--- src/rtl/bpc_params.svh ---
// constants for the boot packet command interpreter
`ifndef BPC_PARAMS_SVH
`define BPC_PARAMS_SVH

`define BPC_CLK_HZ        200_000_000
`define BPC_LINE_RATE     57600
`define BPC_FRAME_LIMIT   19
`define BPC_PAYLOAD_BUF   19
`define BPC_START_BYTE    8'h80
`define BPC_ERASED_BYTE   8'hFF
`define BPC_SEG_BITS      9
`define BPC_SPI_HALF      4
`define BPC_RADIO_RD_CMD  8'hFF

`define BPC_CMD_PROGRAM   8'h10
`define BPC_CMD_ERASE_SEG 8'h12
`define BPC_CMD_ERASE_ALL 8'h15
`define BPC_CMD_VERSION   8'h19
`define BPC_CMD_LAUNCH    8'h1C

`define BPC_RSP_OK        8'h00
`define BPC_RSP_HEADER    8'h51
`define BPC_RSP_CHECKSUM  8'h52
`define BPC_RSP_EMPTY     8'h53
`define BPC_RSP_OVERSIZE  8'h54
`define BPC_RSP_FAULT     8'h55
`define BPC_RSP_BAD_CMD   8'h56
`define BPC_RSP_BAD_ARG   8'hC5

`define BPC_CRC_POLY      16'h1021
`define BPC_CRC_INIT      16'hFFFF
`define BPC_APP_LO        24'h00_4400
`define BPC_APP_HI        24'h00_FBFF
`define BPC_VERSION       8'h3C

`endif

--- src/rtl/bpc_pkg.sv ---
// types for the boot packet command interpreter
package bpc_pkg;

  typedef enum logic [8:0] {
    ST_HEAD  = 9'h001,
    ST_LEN   = 9'h002,
    ST_PAY   = 9'h004,
    ST_CRCL  = 9'h008,
    ST_CRCH  = 9'h010,
    ST_EXEC  = 9'h020,
    ST_ERASE = 9'h040,
    ST_PROG  = 9'h080,
    ST_REPLY = 9'h100
  } bpc_state_e;

  typedef struct packed {
    logic        wr;
    logic [23:0] addr;
    logic [7:0]  data;
  } bpc_mem_s;

  typedef struct packed {
    logic       busy;
    logic       miso_s1;
    logic       miso_s2;
    logic       sclk;
    logic       mosi;
    logic       cs_n;
    logic       done;
    logic [3:0] bits;
    logic [7:0] cnt;
    logic [7:0] sh;
  } bpc_spi_s;

endpackage : bpc_pkg

--- src/rtl/bpc_spi_master.sv ---
// byte engine for the radio serial bus
`timescale 1ns/1ps
`include "bpc_params.svh"
module bpc_spi_master import bpc_pkg::*; #(
  parameter int HALF = `BPC_SPI_HALF
) (
  input  wire logic       clk,
  input  wire logic       resetn,
  input  wire logic       go,
  input  wire logic [7:0] tx_byte,
  input  wire logic       miso,
  output logic            busy,
  output logic            done,
  output logic [7:0]      rx_byte,
  output logic            sclk,
  output logic            mosi,
  output logic            chip_select_line_n
);

  bpc_spi_s s;
  bpc_spi_s next_s;

  always_comb begin
    next_s         = s;
    next_s.miso_s1 = miso;
    next_s.miso_s2 = s.miso_s1;
    next_s.done    = 1'b0;
    if (!s.busy) begin
      if (go) begin
        next_s.busy = 1'b1;
        next_s.cs_n = 1'b0;
        next_s.sh   = tx_byte;
        next_s.mosi = tx_byte[7];
        next_s.bits = 4'h0;
        next_s.cnt  = 8'(HALF - 1);
      end
    end else if (s.cnt != 8'h00) begin
      next_s.cnt = s.cnt - 8'h01;
    end else begin
      next_s.cnt = 8'(HALF - 1);
      if (!s.sclk) begin
        if (s.bits == 4'h8) begin
          next_s.busy = 1'b0;
          next_s.cs_n = 1'b1;
          next_s.done = 1'b1;
        end else begin
          next_s.sclk = 1'b1;
        end
      end else begin
        next_s.sclk = 1'b0;
        next_s.sh   = {s.sh[6:0], s.miso_s2};
        next_s.mosi = s.sh[6];
        next_s.bits = s.bits + 4'h1;
      end
    end
  end

  always_ff @(posedge clk) begin
    if (!resetn) begin
      s      <= '0;
      s.cs_n <= 1'b1;
    end else begin
      s <= next_s;
    end
  end

  assign busy               = s.busy;
  assign done               = s.done;
  assign rx_byte            = s.sh;
  assign sclk               = s.sclk;
  assign mosi               = s.mosi;
  assign chip_select_line_n = s.cs_n;

endmodule : bpc_spi_master

--- src/rtl/bpc_interpreter.sv ---
// boot packet command interpreter: serial and radio links, parser, executor
// Function
// - serial bytes are 8 data, no parity, 1 stop
// - serial line runs at configurable 57600 baud
// - radio bus words are 8 bits, msb first
// - radio clock idles low, capture first edge
// - packet starts with 0x80, else rejected
// - length byte valid from one to limit
// - payload: command, address low-mid-high, data
// - low-first checksum is crc over payload
// - length one carries the command only
// - 0x12 erases 512-byte segment holding address
// - 0x15 erases the whole application region
// - 0x10 programs data bytes from address onward
// - 0x19 replies with the loader version
// - 0x1C validates image then launches it
// - every reply is exactly one byte
// - successful command other than 0x19 replies 0x00
// - bad start 0x51, bad checksum 0x52
// - zero length replies 0x53
// - length above limit replies 0x54
// - bad parameters reply 0xC5
// - unknown command 0x56, other faults 0x55
// - radio packet at most 23 bytes
// - reply sent unprompted once processing ends
// - erased bytes are written with 0xFF
`timescale 1ns/1ps
`include "bpc_params.svh"
module bpc_interpreter import bpc_pkg::*; #(
  parameter int          line_rate_setting = `BPC_LINE_RATE,
  parameter int          frame_len_limit   = `BPC_FRAME_LIMIT,
  parameter logic [23:0] app_lo            = `BPC_APP_LO,
  parameter logic [23:0] app_hi            = `BPC_APP_HI,
  parameter logic [7:0]  loader_version    = `BPC_VERSION, // arbitrary value
  parameter int          spi_half          = `BPC_SPI_HALF,
  parameter logic [7:0]  radio_rd_cmd      = `BPC_RADIO_RD_CMD
) (
  input  wire logic clk,
  input  wire logic resetn,
  input  wire logic uart_rxd,
  output logic      uart_txd,
  input  wire logic radio_data_ready,
  input  wire logic radio_miso,
  output logic      radio_sclk,
  output logic      radio_mosi,
  output logic      chip_select_line_n,
  input  wire logic app_valid,
  output bpc_mem_s  mem,
  output logic      launch_program_cmd,
  output logic      busy
);

  localparam int          BIT_CYC  = `BPC_CLK_HZ / line_rate_setting;
  localparam logic [11:0] BIT_LAST = 12'(BIT_CYC - 1);
  localparam logic [11:0] HALF_BIT = 12'(BIT_CYC / 2);
  localparam int          NBUF     = `BPC_PAYLOAD_BUF;
  localparam logic [7:0]  LIMIT    = 8'(frame_len_limit);

  typedef struct packed {
    bpc_state_e           st;
    logic                 rx_s1;
    logic                 rx_s2;
    logic                 rdy_s1;
    logic                 rdy_s2;
    logic                 r_busy;
    logic [11:0]          r_cnt;
    logic [3:0]           r_bit;
    logic [7:0]           r_sh;
    logic                 r_v;
    logic                 r_err;
    logic                 t_busy;
    logic [11:0]          t_cnt;
    logic [3:0]           t_bit;
    logic [9:0]           t_sh;
    logic                 txd;
    logic                 src;
    logic                 spi_go;
    logic                 spi_rd;
    logic [7:0]           spi_tx;
    logic                 sent;
    logic [7:0]           len;
    logic [7:0]           idx;
    logic [15:0]          crc;
    logic [7:0]           crc_lo;
    logic [NBUF-1:0][7:0] pay;
    logic [7:0]           reply;
    logic [23:0]          ecnt;
    logic [23:0]          eend;
    bpc_mem_s             mem;
    logic                 launch;
  } bpc_core_s;

  bpc_core_s s;
  bpc_core_s next_s;

  logic       spi_busy;
  logic       spi_done;
  logic [7:0] spi_rx;
  logic       ev_v;
  logic [7:0] ev_d;
  logic [7:0] cmd;
  logic [23:0] addr;
  logic [23:0] last;

  function automatic logic [15:0] crc_step(input logic [15:0] c, input logic [7:0] d);
    logic [15:0] r;
    r = c ^ {d, 8'h00};
    for (int i = 0; i < 8; i++) begin
      r = r[15] ? ((r << 1) ^ `BPC_CRC_POLY) : (r << 1);
    end
    return r;
  endfunction : crc_step

  function automatic logic in_app(input logic [23:0] a);
    return (a >= app_lo) && (a <= app_hi);
  endfunction : in_app

  function automatic bpc_core_s fail(input bpc_core_s c, input logic [7:0] code);
    bpc_core_s r;
    r       = c;
    r.reply = code;
    r.st    = ST_REPLY;
    return r;
  endfunction : fail

  bpc_spi_master #(
    .HALF (spi_half)
  ) u_spi (
    .clk                (clk),
    .resetn             (resetn),
    .go                 (s.spi_go),
    .tx_byte            (s.spi_tx),
    .miso               (radio_miso),
    .busy               (spi_busy),
    .done               (spi_done),
    .rx_byte            (spi_rx),
    .sclk               (radio_sclk),
    .mosi               (radio_mosi),
    .chip_select_line_n (chip_select_line_n)
  );

  assign ev_v = s.r_v | (spi_done & s.spi_rd);
  assign ev_d = s.r_v ? s.r_sh : spi_rx;
  assign cmd  = s.pay[0];
  assign addr = {s.pay[3], s.pay[2], s.pay[1]};
  assign last = addr + 24'(s.len) - 24'd5;

  always_comb begin
    next_s        = s;
    next_s.rx_s1  = uart_rxd;
    next_s.rx_s2  = s.rx_s1;
    next_s.rdy_s1 = radio_data_ready;
    next_s.rdy_s2 = s.rdy_s1;
    next_s.r_v    = 1'b0;
    next_s.r_err  = 1'b0;
    next_s.spi_go = 1'b0;
    next_s.mem.wr = 1'b0;
    next_s.launch = 1'b0;
    // serial receiver, lsb first
    if (!s.r_busy) begin
      if (!s.rx_s2) begin
        next_s.r_busy = 1'b1;
        next_s.r_cnt  = HALF_BIT;
        next_s.r_bit  = 4'h0;
      end
    end else if (s.r_cnt != 12'h000) begin
      next_s.r_cnt = s.r_cnt - 12'h001;
    end else begin
      next_s.r_cnt = BIT_LAST;
      next_s.r_bit = s.r_bit + 4'h1;
      if (s.r_bit == 4'h0) begin
        next_s.r_busy = ~s.rx_s2;
      end else if (s.r_bit == 4'h9) begin
        next_s.r_busy = 1'b0;
        next_s.r_v    = s.rx_s2;
        next_s.r_err  = ~s.rx_s2;
      end else begin
        next_s.r_sh = {s.rx_s2, s.r_sh[7:1]};
      end
    end
    // serial transmitter
    if (s.t_busy) begin
      if (s.t_cnt != 12'h000) begin
        next_s.t_cnt = s.t_cnt - 12'h001;
      end else begin
        next_s.t_cnt = BIT_LAST;
        next_s.txd   = s.t_sh[0];
        next_s.t_sh  = {1'b1, s.t_sh[9:1]};
        next_s.t_bit = s.t_bit + 4'h1;
        if (s.t_bit == 4'hA) begin
          next_s.t_busy = 1'b0;
          next_s.txd    = 1'b1;
        end
      end
    end
    if (spi_done) begin
      next_s.spi_rd = 1'b0;
    end
    // radio bytes are fetched while a packet is being gathered
    if (s.st inside {ST_HEAD, ST_LEN, ST_PAY, ST_CRCL, ST_CRCH}) begin
      if (s.rdy_s2 && !spi_busy && !s.spi_go && !s.spi_rd) begin
        next_s.spi_go = 1'b1;
        next_s.spi_rd = 1'b1;
        next_s.spi_tx = radio_rd_cmd;
      end
    end
    case (s.st)
      ST_HEAD: begin
        if (ev_v) begin
          next_s.src = ~s.r_v;
          next_s.crc = `BPC_CRC_INIT;
          next_s.idx = 8'h00;
          if (ev_d == `BPC_START_BYTE) begin
            next_s.st = ST_LEN;
          end else begin
            next_s = fail(next_s, `BPC_RSP_HEADER);
          end
        end
      end
      ST_LEN: begin
        if (s.r_err) begin
          next_s = fail(next_s, `BPC_RSP_FAULT);
        end else if (ev_v) begin
          next_s.len = ev_d;
          if (ev_d == 8'h00) begin
            next_s = fail(next_s, `BPC_RSP_EMPTY);
          end else if (ev_d > LIMIT) begin
            next_s = fail(next_s, `BPC_RSP_OVERSIZE);
          end else begin
            next_s.st = ST_PAY;
          end
        end
      end
      ST_PAY: begin
        if (s.r_err) begin
          next_s = fail(next_s, `BPC_RSP_FAULT);
        end else if (ev_v) begin
          next_s.pay[s.idx[4:0]] = ev_d;
          next_s.crc             = crc_step(s.crc, ev_d);
          next_s.idx             = s.idx + 8'h01;
          if (s.idx == s.len - 8'h01) begin
            next_s.st = ST_CRCL;
          end
        end
      end
      ST_CRCL: begin
        if (s.r_err) begin
          next_s = fail(next_s, `BPC_RSP_FAULT);
        end else if (ev_v) begin
          next_s.crc_lo = ev_d;
          next_s.st     = ST_CRCH;
        end
      end
      ST_CRCH: begin
        if (s.r_err) begin
          next_s = fail(next_s, `BPC_RSP_FAULT);
        end else if (ev_v) begin
          if ({ev_d, s.crc_lo} == s.crc) begin
            next_s.st = ST_EXEC;
          end else begin
            next_s = fail(next_s, `BPC_RSP_CHECKSUM);
          end
        end
      end
      ST_EXEC: begin
        next_s.reply = `BPC_RSP_OK;
        next_s.st    = ST_REPLY;
        case (cmd)
          `BPC_CMD_ERASE_SEG: begin
            if (s.len != 8'h04 || !in_app(addr)) begin
              next_s.reply = `BPC_RSP_BAD_ARG;
            end else begin
              next_s.ecnt = {addr[23:`BPC_SEG_BITS], {`BPC_SEG_BITS{1'b0}}};
              next_s.eend = {addr[23:`BPC_SEG_BITS], {`BPC_SEG_BITS{1'b1}}};
              next_s.st   = ST_ERASE;
            end
          end
          `BPC_CMD_ERASE_ALL: begin
            if (s.len != 8'h01) begin
              next_s.reply = `BPC_RSP_BAD_ARG;
            end else begin
              next_s.ecnt = app_lo;
              next_s.eend = app_hi;
              next_s.st   = ST_ERASE;
            end
          end
          `BPC_CMD_PROGRAM: begin
            if (s.len < 8'h05 || !in_app(addr) || !in_app(last)) begin
              next_s.reply = `BPC_RSP_BAD_ARG;
            end else begin
              next_s.ecnt = addr;
              next_s.idx  = 8'h04;
              next_s.st   = ST_PROG;
            end
          end
          `BPC_CMD_VERSION: begin
            if (s.len != 8'h01) begin
              next_s.reply = `BPC_RSP_BAD_ARG;
            end else begin
              next_s.reply = loader_version;
            end
          end
          `BPC_CMD_LAUNCH: begin
            if (s.len != 8'h01) begin
              next_s.reply = `BPC_RSP_BAD_ARG;
            end else if (!app_valid) begin
              next_s.reply = `BPC_RSP_FAULT;
            end else begin
              next_s.launch = 1'b1;
            end
          end
          default: begin
            next_s.reply = `BPC_RSP_BAD_CMD;
          end
        endcase
      end
      ST_ERASE: begin
        next_s.mem.wr   = 1'b1;
        next_s.mem.addr = s.ecnt;
        next_s.mem.data = `BPC_ERASED_BYTE;
        next_s.ecnt     = s.ecnt + 24'h00_0001;
        if (s.ecnt == s.eend) begin
          next_s.st = ST_REPLY;
        end
      end
      ST_PROG: begin
        next_s.mem.wr   = 1'b1;
        next_s.mem.addr = s.ecnt;
        next_s.mem.data = s.pay[s.idx[4:0]];
        next_s.ecnt     = s.ecnt + 24'h00_0001;
        next_s.idx      = s.idx + 8'h01;
        if (s.idx == s.len - 8'h01) begin
          next_s.st = ST_REPLY;
        end
      end
      ST_REPLY: begin
        // one byte back on the link the packet came in on
        if (!s.sent) begin
          if (!s.src && !s.t_busy) begin
            next_s.t_busy = 1'b1;
            next_s.t_cnt  = BIT_LAST;
            next_s.t_bit  = 4'h0;
            next_s.t_sh   = {1'b1, s.reply, 1'b0};
            next_s.sent   = 1'b1;
          end else if (s.src && !spi_busy && !s.spi_rd && !s.spi_go) begin
            next_s.spi_go = 1'b1;
            next_s.spi_tx = s.reply;
            next_s.sent   = 1'b1;
          end
        end else if (!s.t_busy && !spi_busy && !s.spi_go) begin
          next_s.sent = 1'b0;
          next_s.st   = ST_HEAD;
        end
      end
      default: begin
        next_s.st = ST_HEAD;
      end
    endcase
  end

  always_ff @(posedge clk) begin
    if (!resetn) begin
      s        <= '0;
      s.st     <= ST_HEAD;
      s.rx_s1  <= 1'b1;
      s.rx_s2  <= 1'b1;
      s.txd    <= 1'b1;
      s.crc    <= `BPC_CRC_INIT;
      s.t_sh   <= 10'h3FF;
    end else begin
      s <= next_s;
    end
  end

  assign uart_txd           = s.txd;
  assign mem                = s.mem;
  assign launch_program_cmd = s.launch;
  assign busy               = ~s.st[0];

endmodule : bpc_interpreter

--- config.mk ---
export PLATFORM = sky130hd
export DESIGN_NAME = bpc_interpreter
export DESIGN_NICKNAME = d
export VERILOG_FILES = /design/src/rtl/bpc_pkg.sv /design/src/rtl/bpc_spi_master.sv /design/src/rtl/bpc_interpreter.sv
export VERILOG_INCLUDE_DIRS = /design/src /design/src/rtl
export SDC_FILE = /design/constraint.sdc
export NUM_CORES = 1
export LEC_CHECK = 0
export BUFFER_PORTS_ARGS = -buffer_cell sky130_fd_sc_hd__buf_4
export CELL_PAD_IN_SITES_DETAIL_PLACEMENT = 0
export CELL_PAD_IN_SITES_GLOBAL_PLACEMENT = 2
export CORE_MARGIN = 1
export CORE_UTILIZATION = 35
export CTS_CLUSTER_DIAMETER = 200
export DETAILED_ROUTE_END_ITERATION = 10
export PLACE_DENSITY_LB_ADDON = 0.1
export SLEW_MARGIN = 20
export SYNTH_ARGS = -nofsm -noshare
export SYNTH_HDL_FRONTEND = slang
export SYNTH_SLANG_ARGS = --single-unit
--- constraint.sdc ---
create_clock -name clk -period 7 [get_ports clk]
set_clock_uncertainty 0.15 [all_clocks]
set_input_delay 0.35 -clock clk [delete_from_list [all_inputs] [get_ports clk]]
set_output_delay 0.35 -clock clk [all_outputs]
set_load 0.02 [all_outputs]
==> results of run 1 <==
-- Yosys cell counts (46+ instances only) --
library cell	n	share of area [%]
dfxtp_1	380	39
nor2_1	372	7.1
nand2_1	201	3.9
a211oi_1	191	7.3
a21oi_1	143	3.7
clkbuf_1	119	2.3
o21ai_0	97	2.5
inv_1	78	1.5
nand3_1	68	1.7
ha_1	61	3.9
nor3_1	51	1.3
xnor2_1	46	2.1
-- power groups by stage --
| stage | clock network, W | registers, W | logic [W] |
|---|---|---|---|
| 6_report | 0.00245 | 0.00225 | 0.000297 |
| 5_1_grt | 0.00262 | 0.00225 | 0.000326 |
| 4_1_cts | 0.00253 | 0.00225 | 0.000294 |
| 3_5_place_dp | 0 | 0.00230 | 0.000291 |
| 3_3_place_gp | 0 | 0.00230 | 0.000292 |
| 2_1_floorplan | 0 | 0.00227 | 0.000217 |
-- worst max-delay path: cells and delay by family (launching register included) --
family | cells | cell delay (ps)
adders and majority gates | 2 | 570
muxes | 1 | 330
buffers and inverters | 2 | 130
AOI/OAI and AO/OA | 7 | 2230
and+or+nand+nor | 2 | 990
DFF | 1 | 450
-- layout make-up --
cell class	instances	area (sq um)	share of cell area, %
clock buffer	69	1419	6.471
clock inverter	16	148.9	0.6791
inverter	79	304.0	1.387
multi-input combinational	1702	10930	49.85
sequential	380	7610	34.71
tap	748	935.9	4.269
timing repair buffer	71	578.1	2.637
-- kinds of logic after synthesis --
family	Yosys count
adder cells (fa/ha/maj)	62
AO/OA/AOI/OAI	588
multiplexers	80
flip-flops	380
AND/OR/NAND/NOR	885
buffers and inverters	266
XOR/XNOR	87
-- flip-flops by register name, indices dropped and copies added (netlist names), 8 cells and up --
signal / flops
addr: 24
u_spi.s: 13
cmd: 8
s: 286
mem: 33
u_spi.rx_byte: 8
-- per-layer routing --
layer  GRT usage [%]  part of all wire, %
met1           30.48                   49
met2           34.08                   45
met3           2.580                  3.8
met4           6.449                  2.4
met5               0                    0
-- metrics by stage --
| step | area [sq um] | total power (W) | instances |
|---|---|---|---|
| finish | 21920 | 0.004999 | 3065 |
| global route | 21920 | 0.005197 | 3065 |
| CTS | 21860 | 0.005072 | 3064 |
| detailed placement | 20240 | 0.002589 | 2974 |
| global placement | 20240 | 0.002589 | 2974 |
| floorplan | 19540 | 0.002488 | 2348 |
-- path summary, 6_finish.rpt --
check / from / end / slack [ps] / cells past startpoint
worst max-delay path: addr[4]$_SDFFE_PN0P_ / s[60]$_SDFFE_PN0P_ / 2070 / 14
worst min-delay path: s[352]$_SDFF_PN1_ / s[351]$_SDFF_PN1_ / 280 / 1
worst max register to register: addr[4]$_SDFFE_PN0P_ / s[60]$_SDFFE_PN0P_ / 2070 / 14
worst min register to register: s[352]$_SDFF_PN1_ / s[351]$_SDFF_PN1_ / 280 / 1
-- timing repair --
| action | in CTS | in global routing |
|---|---|---|
| endpoints found under the setup margin | 0 | 0 |
| endpoints found under the hold margin | 14 | 0 |
| hold buffers | 5 | 0 |
==> impl_metrics.prom, run 1 <==
# TYPE chip_impl_metric gauge
chip_impl_info{name="critical_path.cell_chain",value="inv_1, ha_1, inv_1, ha_1, o211ai_1, o21ai_0, a21boi_0, o41ai_1, mux2i_1, o2111ai_1, or4_4, o21ai_2, nand3_1, o21ai_0"} 1
chip_impl_metric{name="worst_hold_slack",unit="ps"} 280.7
chip_impl_metric{name="port_buffers",unit=""} 44
chip_impl_info{name="status",value="finished, final reports clean"} 1
chip_impl_metric{name="post-cts-setup-buffers",unit=""} 0
chip_impl_metric{name="firstDrtPassIters",unit=""} 5
chip_impl_info{name="unrepaired_setup_endpoints_after_global_routing",value="no"} 1
chip_impl_metric{name="synth_sequential_area_ratio",unit="%"} 38.94
chip_impl_metric{name="clk_pin_slew_worst_paths",unit="ps"} 60
chip_impl_metric{name="grt_antenna_before_repair",unit=""} 0
chip_impl_info{name="cts_tree",value="yes"} 1
chip_impl_metric{name="synth-edff-count",unit=""} 0
chip_impl_metric{name="grt_first_pass_wirelength",unit="um"} 95630
chip_impl_metric{name="internal_power_summed_over_all_cells",unit="W"} 0.003780
chip_impl_metric{name="fraction_of_the_mapped_netlist_area_in_compound_gates",unit="%"} 20.09
chip_impl_metric{name="netSwitchingPower",unit="W"} 0.001220
chip_impl_metric{name="post_drt_wl_per_cell",unit="um"} 19.89
chip_impl_metric{name="fillerInstances",unit=""} 5667
chip_impl_metric{name="sequentialPowerShare",unit="%"} 45.0
chip_impl_info{name="path_class",value="flip-flop to flip-flop"} 1
chip_impl_metric{name="share_of_the_synthesized_netlist_area_taken_by_xor_and_xnor_gates",unit="%"} 3.939
chip_impl_metric{name="cts-resized-gates",unit=""} 0
chip_impl_info{name="final_common_cell",value="dfxtp_1"} 1
chip_impl_metric{name="final_core_utilization",unit="%"} 39.80
chip_impl_metric{name="required",unit="ps"} 7350
chip_impl_metric{name="fin_hold_viols",unit=""} 0
chip_impl_info{name="timing.critical_path.to_type",value="flip-flop"} 1
chip_impl_metric{name="clkLatencyLatePin",unit="ps"} 580
chip_impl_metric{name="drcViolationCount",unit=""} 0
chip_impl_metric{name="slew_violations",unit=""} 0
chip_impl_metric{name="path_max_fanout",unit=""} 16
chip_impl_metric{name="rows",unit=""} 86
chip_impl_metric{name="synth_area",unit="sq mm"} 0.01954
chip_impl_metric{name="gp_congestion",unit=""} 0.8547
chip_impl_metric{name="via_count",unit=""} 16587
chip_impl_metric{name="p_per_area",unit="mW/mm^2"} 228.0
chip_impl_metric{name="share_comb_of_total_power",unit="%"} 5.9
chip_impl_metric{name="clk_path_buf_depth",unit=""} 3
chip_impl_metric{name="postSynthAreaPerCell",unit="sq um"} 8.320
chip_impl_metric{name="cp.arrival",unit="ps"} 5280
chip_impl_metric{name="design.core.area",unit="sq mm"} 0.05509
chip_impl_metric{name="layout-drive-gt1-share",unit="%"} 11.22
chip_impl_info{name="worstHoldPathType",value="flip-flop to flip-flop"} 1
chip_impl_metric{name="post_synth_and_or_nand_nor_area_fraction",unit="%"} 20.92
chip_impl_metric{name="yosysWarningCount",unit=""} 0
chip_impl_metric{name="synth_fp_nets",unit=""} 2416
chip_impl_metric{name="floorplan.initialDensity",unit="%"} 35.46
chip_impl_metric{name="switching_share",unit="%"} 24.40
chip_impl_metric{name="period_needed",unit="ps"} 4933
chip_impl_metric{name="timing.final.crit_share",unit="%"} 70.47
chip_impl_metric{name="avgViaCountPerCell",unit=""} 5.412
chip_impl_metric{name="share_clk_of_total_power",unit="%"} 49.0
chip_impl_metric{name="max_clock_freq",unit="MHz"} 202.7
chip_impl_metric{name="netlist-cell-type-count",unit=""} 86
chip_impl_metric{name="grt_start_max_net_pins",unit=""} 176
chip_impl_metric{name="synth_mux_area_share",unit="%"} 6.200
chip_impl_metric{name="async_flop_share",unit="%"} 0
chip_impl_metric{name="post_synth_fa_ha_maj_area_fraction",unit="%"} 4.009
chip_impl_info{name="synth_top_family_by_area",value="simple AND/OR/NAND/NOR gates"} 1
chip_impl_metric{name="cap_viol_max_count",unit=""} 0
chip_impl_metric{name="yosys_register_bits",unit=""} 380
chip_impl_metric{name="routed_wirelength",unit="um"} 60970
chip_impl_metric{name="dieArea",unit="sq mm"} 0.05677
chip_impl_metric{name="htree_levels",unit=""} 2
chip_impl_metric{name="cts_sinks",unit=""} 380
chip_impl_metric{name="final_stage_net_count",unit=""} 2348
chip_impl_metric{name="number_of_global_route_vias_before_repair",unit=""} 15829
chip_impl_metric{name="drtAntennaViolNets",unit=""} 0
chip_impl_metric{name="initialDrtViolationCount",unit=""} 1146
chip_impl_metric{name="relSlewSlack",unit="%"} 29.51
chip_impl_metric{name="max_slew.worst_pin.slew",unit="ps"} 1053
chip_impl_metric{name="clock_buffer_count_from_cts",unit=""} 46
chip_impl_metric{name="pre_cts_slack",unit="ps"} 2196
chip_impl_metric{name="die-width",unit="um"} 238.3
chip_impl_info{name="most-common-layout-cells",value="dfxtp_1 (378), nor2_1 (359), nand2_1 (201), a211oi_1 (191), a21oi_1 (143)"} 1
chip_impl_metric{name="cp_slowest_stage_delay",unit="ps"} 620
chip_impl_info{name="cts.root.buffer_cell",value="clkbuf_16"} 1
chip_impl_metric{name="detailed_place_hpwl",unit="um"} 40700
chip_impl_info{name="timing.critical_path.from_type",value="flip-flop"} 1
chip_impl_metric{name="p_leak",unit="nW"} 7.553
chip_impl_metric{name="worst_path_setup_slack_after_routing",unit="ps"} 2067
chip_impl_metric{name="vdd_ir_drop_max",unit="mV"} 0.1673
chip_impl_info{name="synth-main-ff-cell",value="dfxtp_1"} 1
chip_impl_metric{name="syn_to_final_growth",unit="%"} 12.23
chip_impl_metric{name="die_h",unit="um"} 238.3
chip_impl_metric{name="fin_tns_setup",unit="ps"} 0
chip_impl_metric{name="ioPinCount",unit=""} 45
chip_impl_metric{name="n_antenna_cell",unit=""} 0
chip_impl_metric{name="synth_cells",unit=""} 2348
chip_impl_metric{name="setup_viol",unit=""} 0
chip_impl_metric{name="globalRoute.totalOverflow",unit=""} 0
chip_impl_info{name="crit_slowest_cell",value="o21ai_2"} 1
chip_impl_metric{name="globalRouteTotalUtil",unit="%"} 21.52
Note: power is estimated with default switching activity, not from simulation.
==> run 2, diff against run 1 <==
clock period = 4.7 ns   (was 7 ns; I/O delays follow)
==> impl_metrics.prom, run 2 (synthesized netlist as in run 1, its figures left out) <==
# TYPE chip_impl_metric gauge
chip_impl_info{name="status",value="finished, final reports clean"} 1
chip_impl_info{name="critical_path.cell_chain",value="inv_1, ha_1, inv_1, ha_1, o211ai_1, o21ai_1, a21boi_0, o41ai_1, mux2i_1, o2111ai_1, or4_4, o21a_1, or3_1, a221oi_1"} 1
chip_impl_info{name="timing.critical_path.to_type",value="flip-flop"} 1
chip_impl_metric{name="number_of_global_route_vias_before_repair",unit=""} 16306
chip_impl_metric{name="slew_violations",unit=""} 0
chip_impl_info{name="final_common_cell",value="dfxtp_1"} 1
chip_impl_info{name="dr.max_layer_used",value="met4"} 1
chip_impl_metric{name="fillerInstances",unit=""} 5680
chip_impl_metric{name="htree_levels",unit=""} 2
chip_impl_metric{name="internal_reg_to_reg_setup_slack",unit="ps"} 310
chip_impl_metric{name="initialDrtViolationCount",unit=""} 1076
chip_impl_metric{name="dieArea",unit="sq mm"} 0.05677
chip_impl_metric{name="die_h",unit="um"} 238.3
chip_impl_metric{name="clock_buffer_count_from_cts",unit=""} 46
chip_impl_info{name="cts_tree",value="yes"} 1
chip_impl_metric{name="fin_hold_viols",unit=""} 0
chip_impl_metric{name="wl_met1",unit="um"} 29940
chip_impl_info{name="r2r-start",value="s[278]$_SDFFE_PN0P_"} 1
chip_impl_metric{name="grt_start_max_net_pins",unit=""} 163
chip_impl_metric{name="ioPinCount",unit=""} 45
chip_impl_info{name="crit_start",value="s[278]$_SDFFE_PN0P_"} 1
chip_impl_metric{name="firstDrtPassIters",unit=""} 6
chip_impl_metric{name="dr_wl_met2",unit="um"} 28060
chip_impl_metric{name="route.met3.wl",unit="um"} 2453
chip_impl_metric{name="max_clock_freq",unit="MHz"} 228.0
chip_impl_metric{name="cp.arrival",unit="ps"} 4690
chip_impl_metric{name="routed_wirelength",unit="um"} 61990
chip_impl_metric{name="gp_congestion",unit=""} 0.8451
chip_impl_metric{name="drcViolationCount",unit=""} 0
chip_impl_info{name="path_class",value="flip-flop to flip-flop"} 1
chip_impl_info{name="cts.root.buffer_cell",value="clkbuf_16"} 1
chip_impl_info{name="crit_slowest_cell",value="or4_4"} 1
chip_impl_metric{name="relSlewSlack",unit="%"} 26.01
chip_impl_metric{name="p_leak",unit="nW"} 7.744
chip_impl_info{name="hold_path_startpoint",value="uart_rxd"} 1
chip_impl_metric{name="die-width",unit="um"} 238.3
chip_impl_info{name="most-common-layout-cells",value="dfxtp_1 (378), nor2_1 (371), nand2_1 (201), a211oi_1 (191), a21oi_1 (143)"} 1
chip_impl_metric{name="setup_viol",unit=""} 0
chip_impl_info{name="cp-endpoint",value="s[62]$_SDFFE_PN0P_"} 1
chip_impl_metric{name="drtAntennaViolNets",unit=""} 0
chip_impl_metric{name="path_max_fanout",unit=""} 7
chip_impl_metric{name="cts_sinks",unit=""} 380
chip_impl_metric{name="clk_pin_slew_worst_paths",unit="ps"} 60
chip_impl_metric{name="n_antenna_cell",unit=""} 0
chip_impl_metric{name="globalRouteTotalUtil",unit="%"} 21.86
chip_impl_metric{name="max_slew.worst_pin.slew",unit="ps"} 1110
chip_impl_metric{name="rr_worst_depth",unit=""} 14
chip_impl_metric{name="finalPower",unit="W"} 0.007478
chip_impl_metric{name="clk_path_buf_depth",unit=""} 3
chip_impl_metric{name="required",unit="ps"} 5010
chip_impl_metric{name="port_buffers",unit=""} 44
chip_impl_metric{name="post_drt_wl_per_cell",unit="um"} 19.95
chip_impl_metric{name="syn_to_final_growth",unit="%"} 13.62
chip_impl_info{name="worstHoldPathType",value="input port to flip-flop"} 1
chip_impl_info{name="unrepaired_setup_endpoints_after_global_routing",value="no"} 1
chip_impl_metric{name="clkLatencyLatePin",unit="ps"} 570
chip_impl_info{name="timing.critical_path.from_type",value="flip-flop"} 1
chip_impl_metric{name="avgViaCountPerCell",unit=""} 5.435
chip_impl_metric{name="number_of_flip_flops_under_the_largest_register_name",unit=""} 286
chip_impl_metric{name="design.core.area",unit="sq mm"} 0.05509
chip_impl_info{name="top_register",value="s"} 1
chip_impl_metric{name="timing.final.crit_share",unit="%"} 93.34
chip_impl_metric{name="grt_first_pass_wirelength",unit="um"} 97320
chip_impl_metric{name="cp_slowest_stage_delay",unit="ps"} 600
chip_impl_metric{name="vdd_ir_drop_max",unit="mV"} 0.2184
chip_impl_metric{name="period_needed",unit="ps"} 4387
chip_impl_metric{name="grt_antenna_before_repair",unit=""} 0
chip_impl_metric{name="floorplan.initialDensity",unit="%"} 35.46
chip_impl_metric{name="cap_viol_max_count",unit=""} 0
chip_impl_metric{name="p_per_area",unit="mW/mm^2"} 336.9
chip_impl_metric{name="rows",unit=""} 86
chip_impl_info{name="worst_r2r_endpoint",value="s[62]$_SDFFE_PN0P_"} 1
chip_impl_metric{name="final_stage_net_count",unit=""} 2393
chip_impl_metric{name="layout-drive-gt1-share",unit="%"} 12.08
chip_impl_metric{name="via_count",unit=""} 16885
chip_impl_metric{name="globalRoute.totalOverflow",unit=""} 0
chip_impl_metric{name="detailed_place_hpwl",unit="um"} 42960
chip_impl_metric{name="fin_tns_setup",unit="ps"} 0
## run 2: cell types whose count changed in the layout (fill, tap and decap cells not counted), sizes merged
cell / delta
bufinv: +3
clkinv: -7
clkinvlp: +4
buf: +45
clkbuf: -3
## run 2: layer usage
metal  global-route usage, %  up-vias
met5                       0        -
met4                   6.585        0
met3                   2.938       85
met2                   34.99      355
met1                   30.43     8133
li1                        -     8312
## run 2: how the worst min path moves through the flow
stage                        end  cells after the start
6_report       s[352]$_SDFF_PN1_                      3
5_1_grt        s[352]$_SDFF_PN1_                      3
4_1_cts        s[352]$_SDFF_PN1_                      3
3_5_place_dp   s[351]$_SDFF_PN1_                      1
3_3_place_gp   s[351]$_SDFF_PN1_                      1
2_1_floorplan  s[352]$_SDFF_PN1_                      1
## run 2: layout make-up
class                      instances  area, sq um  area share (%)
multi-input combinational       1702        10900           49.11
sequential                       380         7610           34.28
clock buffer                      66         1328           5.981
tap                              748        935.9           4.216
timing repair buffer             116        895.9           4.036
inverter                          79        304.0           1.370
clock inverter                    16        222.7           1.003
## run 2: what timing repair did
action | CTS | global route
setup buffers | 0 | 0
gates resized for setup | 0 | 2
hold buffers | 5 | 0
hold endpoints to repair | 6 | 0
endpoints found under the setup margin | 0 | 17
## run 2: metrics by stage
stage / utilization, % / std cells / worst slack (ps) / hold WS [ps] / cell area [sq um]
after floorplan: - / 2348 / 722.7 / 186.5 / 19540
after global placement: 37.36 / 3020 / 265.7 / 255.1 / 20580
after detailed placement: 37.37 / 3020 / 165.9 / 252.6 / 20590
after CTS: 40.28 / 3107 / 121.5 / 216.1 / 22190
after global routing: 40.29 / 3107 / 35.95 / 243.6 / 22200
final: 40.29 / 3107 / 313.1 / 255.8 / 22200
## run 2: critical path: cells and delay by family, from the launching register on
family / cells / cell delay (ps)
adder cells (fa/ha/maj): 2 / 570
multiplexers: 1 / 320
flip-flops: 1 / 430
buffers and inverters: 2 / 110
AO/OA/AOI/OAI: 7 / 1690
AND/OR/NAND/NOR: 2 / 990
## run 2: where the power goes
group | switching, W | internal [W] | leakage, nW
sequential | 0.0000764 | 0.00328 | 3.07
combinational | 0.000287 | 0.000163 | 3.93
clock | 0.00144 | 0.00223 | 0.750
==> run 3, diff against run 2 <==
BUFFER_PORTS_ARGS = -buffer_cell sky130_fd_sc_hd__buf_2   (was -buffer_cell sky130_fd_sc_hd__buf_4)
==> impl_metrics.prom, run 3 (synthesized netlist as in run 1, its figures left out) <==
# TYPE chip_impl_metric gauge
chip_impl_info{name="status",value="finished, final reports clean"} 1
chip_impl_info{name="top_register",value="s"} 1
chip_impl_metric{name="worst_path_setup_slack_after_routing",unit="ps"} 366.3
chip_impl_metric{name="clock_buffer_count_from_cts",unit=""} 46
chip_impl_metric{name="vdd_ir_drop_max",unit="mV"} 0.2389
chip_impl_info{name="path_class",value="flip-flop to flip-flop"} 1
chip_impl_metric{name="port_buffers",unit=""} 44
chip_impl_metric{name="dieArea",unit="sq mm"} 0.05677
chip_impl_info{name="timing.critical_path.to_type",value="flip-flop"} 1
chip_impl_metric{name="die_h",unit="um"} 238.3
chip_impl_metric{name="place.detailed.instances",unit=""} 3022
chip_impl_metric{name="max_clock_freq",unit="MHz"} 230.7
chip_impl_metric{name="detailed_place_hpwl",unit="um"} 43190
chip_impl_metric{name="n_antenna_cell",unit=""} 0
chip_impl_metric{name="globalRoute.totalOverflow",unit=""} 0
chip_impl_metric{name="p_leak",unit="nW"} 7.773
chip_impl_metric{name="ioPinCount",unit=""} 45
chip_impl_metric{name="relSlewSlack",unit="%"} 30.79
chip_impl_metric{name="globalRouteTotalUtil",unit="%"} 21.81
chip_impl_metric{name="cp_slowest_stage_delay",unit="ps"} 530
chip_impl_metric{name="cts_sinks",unit=""} 380
chip_impl_metric{name="clkLatencyLatePin",unit="ps"} 580
chip_impl_metric{name="grt_first_pass_wirelength",unit="um"} 96500
chip_impl_info{name="final_common_cell",value="dfxtp_1"} 1
chip_impl_metric{name="rows",unit=""} 86
chip_impl_metric{name="post_drt_wl_per_cell",unit="um"} 19.98
chip_impl_metric{name="layout-drive-gt1-share",unit="%"} 12.25
chip_impl_metric{name="cp.arrival",unit="ps"} 4660
chip_impl_metric{name="syn_to_final_growth",unit="%"} 13.09
chip_impl_metric{name="required",unit="ps"} 5030
chip_impl_metric{name="number_of_global_route_vias_before_repair",unit=""} 15966
chip_impl_metric{name="drcViolationCount",unit=""} 0
chip_impl_metric{name="cap_viol_max_count",unit=""} 0
chip_impl_metric{name="final_stage_net_count",unit=""} 2394
chip_impl_metric{name="htree_levels",unit=""} 2
chip_impl_info{name="cts.root.buffer_cell",value="clkbuf_16"} 1
chip_impl_metric{name="number_of_flip_flops_under_the_largest_register_name",unit=""} 286
chip_impl_metric{name="grt_start_max_net_pins",unit=""} 130
chip_impl_metric{name="design.core.area",unit="sq mm"} 0.05509
chip_impl_metric{name="initialDrtViolationCount",unit=""} 1219
chip_impl_metric{name="die-width",unit="um"} 238.3
chip_impl_metric{name="drtAntennaViolNets",unit=""} 0
chip_impl_metric{name="period_needed",unit="ps"} 4334
chip_impl_metric{name="fillerInstances",unit=""} 5652
chip_impl_metric{name="post-cts-setup-buffers",unit=""} 0
chip_impl_metric{name="routed_wirelength",unit="um"} 62070
chip_impl_metric{name="timing.final.crit_share",unit="%"} 92.21
chip_impl_metric{name="firstDrtPassIters",unit=""} 5
chip_impl_metric{name="gp_congestion",unit=""} 0.8163
chip_impl_metric{name="grt_antenna_before_repair",unit=""} 1
chip_impl_metric{name="avgViaCountPerCell",unit=""} 5.381
chip_impl_metric{name="via_count",unit=""} 16720
chip_impl_info{name="cts_tree",value="yes"} 1
chip_impl_metric{name="path_max_fanout",unit=""} 9
chip_impl_metric{name="post_layout_nonfiller_instances",unit=""} 3107
chip_impl_info{name="critical_path.cell_chain",value="inv_1, ha_1, inv_1, ha_1, fa_1, a211oi_1, o21ai_1, nand3_1, nand2_1, a2111oi_0, nor3_1, or3_1, o31ai_4, mux2_1, o31ai_1"} 1
chip_impl_metric{name="clk_pin_slew_worst_paths",unit="ps"} 60
chip_impl_metric{name="pre_cts_slack",unit="ps"} 194.5
chip_impl_info{name="unrepaired_setup_endpoints_after_global_routing",value="no"} 1
chip_impl_metric{name="p_per_area",unit="mW/mm^2"} 338.6
chip_impl_metric{name="setup_viol",unit=""} 0
chip_impl_info{name="worstHoldPathType",value="input port to flip-flop"} 1
chip_impl_info{name="most-common-layout-cells",value="dfxtp_1 (378), nor2_1 (371), nand2_1 (201), a211oi_1 (191), a21oi_1 (143)"} 1
chip_impl_info{name="crit_slowest_cell",value="a2111oi_0"} 1
chip_impl_metric{name="fin_hold_viols",unit=""} 0
chip_impl_metric{name="max_slew.worst_pin.slew",unit="ps"} 1034
chip_impl_metric{name="floorplan.initialDensity",unit="%"} 35.46
chip_impl_metric{name="fin_tns_setup",unit="ps"} 0
chip_impl_info{name="timing.critical_path.from_type",value="flip-flop"} 1
chip_impl_metric{name="slew_violations",unit=""} 0
chip_impl_metric{name="clk_path_buf_depth",unit=""} 3
-- run 3: changes by cell type in the layout (fill, tap and decap cells not counted), sizes merged --
cell,delta
buf,+2
bufinv,-1
clkbuf,+4
clkinvlp,-3
dlygate4sd3,-1
inv,-1
-- run 3: area by class of cell --
| type | instances | area, sq um | share of cell area [%] |
|---|---|---|---|
| multi-input combinational | 1702 | 10900 | 49.34 |
| timing repair buffer | 117 | 778.2 | 3.522 |
| clock buffer | 70 | 1403 | 6.348 |
| clock inverter | 11 | 161.4 | 0.7305 |
| sequential | 380 | 7610 | 34.44 |
| tap | 748 | 935.9 | 4.236 |
| inverter | 79 | 304.0 | 1.376 |
-- run 3: per-stage QoR --
stage	instance area, sq um	hold slack (ps)	power, W	util [%]
6_report	22090	59.18	0.007480	40.10
5_1_grt	22090	51.15	0.007765	40.10
4_1_cts	22080	18.78	0.007583	40.08
3_5_place_dp	20480	249.6	0.003866	37.17
3_3_place_gp	20480	250.8	0.003865	37.17
2_1_floorplan	19540	186.5	0.003705	-
-- run 3: per-layer routing --
layer  track usage (%)  up-vias  part of all wire, %
met3             2.765       96                  4.1
met1             30.91     7948                   49
met4             7.343        0                  2.9
met5                 0        -                    0
li1                  -     8345                    -
met2             34.04      331                   44
-- run 3: path summary, 6_finish.rpt --
path / start / endpoint / slack [ps] / cells after the start
setup / recovery: s[275]$_SDFFE_PN0P_ / s[271]$_SDFFE_PN0P_ / 370 / 15
hold / removal: resetn / s[361]$_SDFFE_PN0P_ / 60 / 3
setup reg to reg: s[275]$_SDFFE_PN0P_ / s[271]$_SDFFE_PN0P_ / 370 / 15
hold reg to reg: s[352]$_SDFF_PN1_ / s[351]$_SDFF_PN1_ / 270 / 1
-- run 3: what timing repair did --
action / CTS / global route
resized for setup: 0 / 3
hold buffers: 4 / 0
endpoints found under the setup margin: 0 / 31
endpoints found under the hold margin: 4 / 0
-- run 3: worst max-delay path, delay by kind of cell, from the launching register on --
kind,cells,cell delay (ps)
compound gates,5,1460
fa+ha+maj,3,880
buf+inv,2,120
flops,1,350
mux,1,370
simple gates,4,930
-- run 3: where the power goes --
group	internal, W	total, W	switching [W]
Clock	0.00226	0.00368	0.00142
Sequential	0.00328	0.00336	0.0000789
Combinational	0.000154	0.000440	0.000286
Total	0.00570	0.00748	0.00178
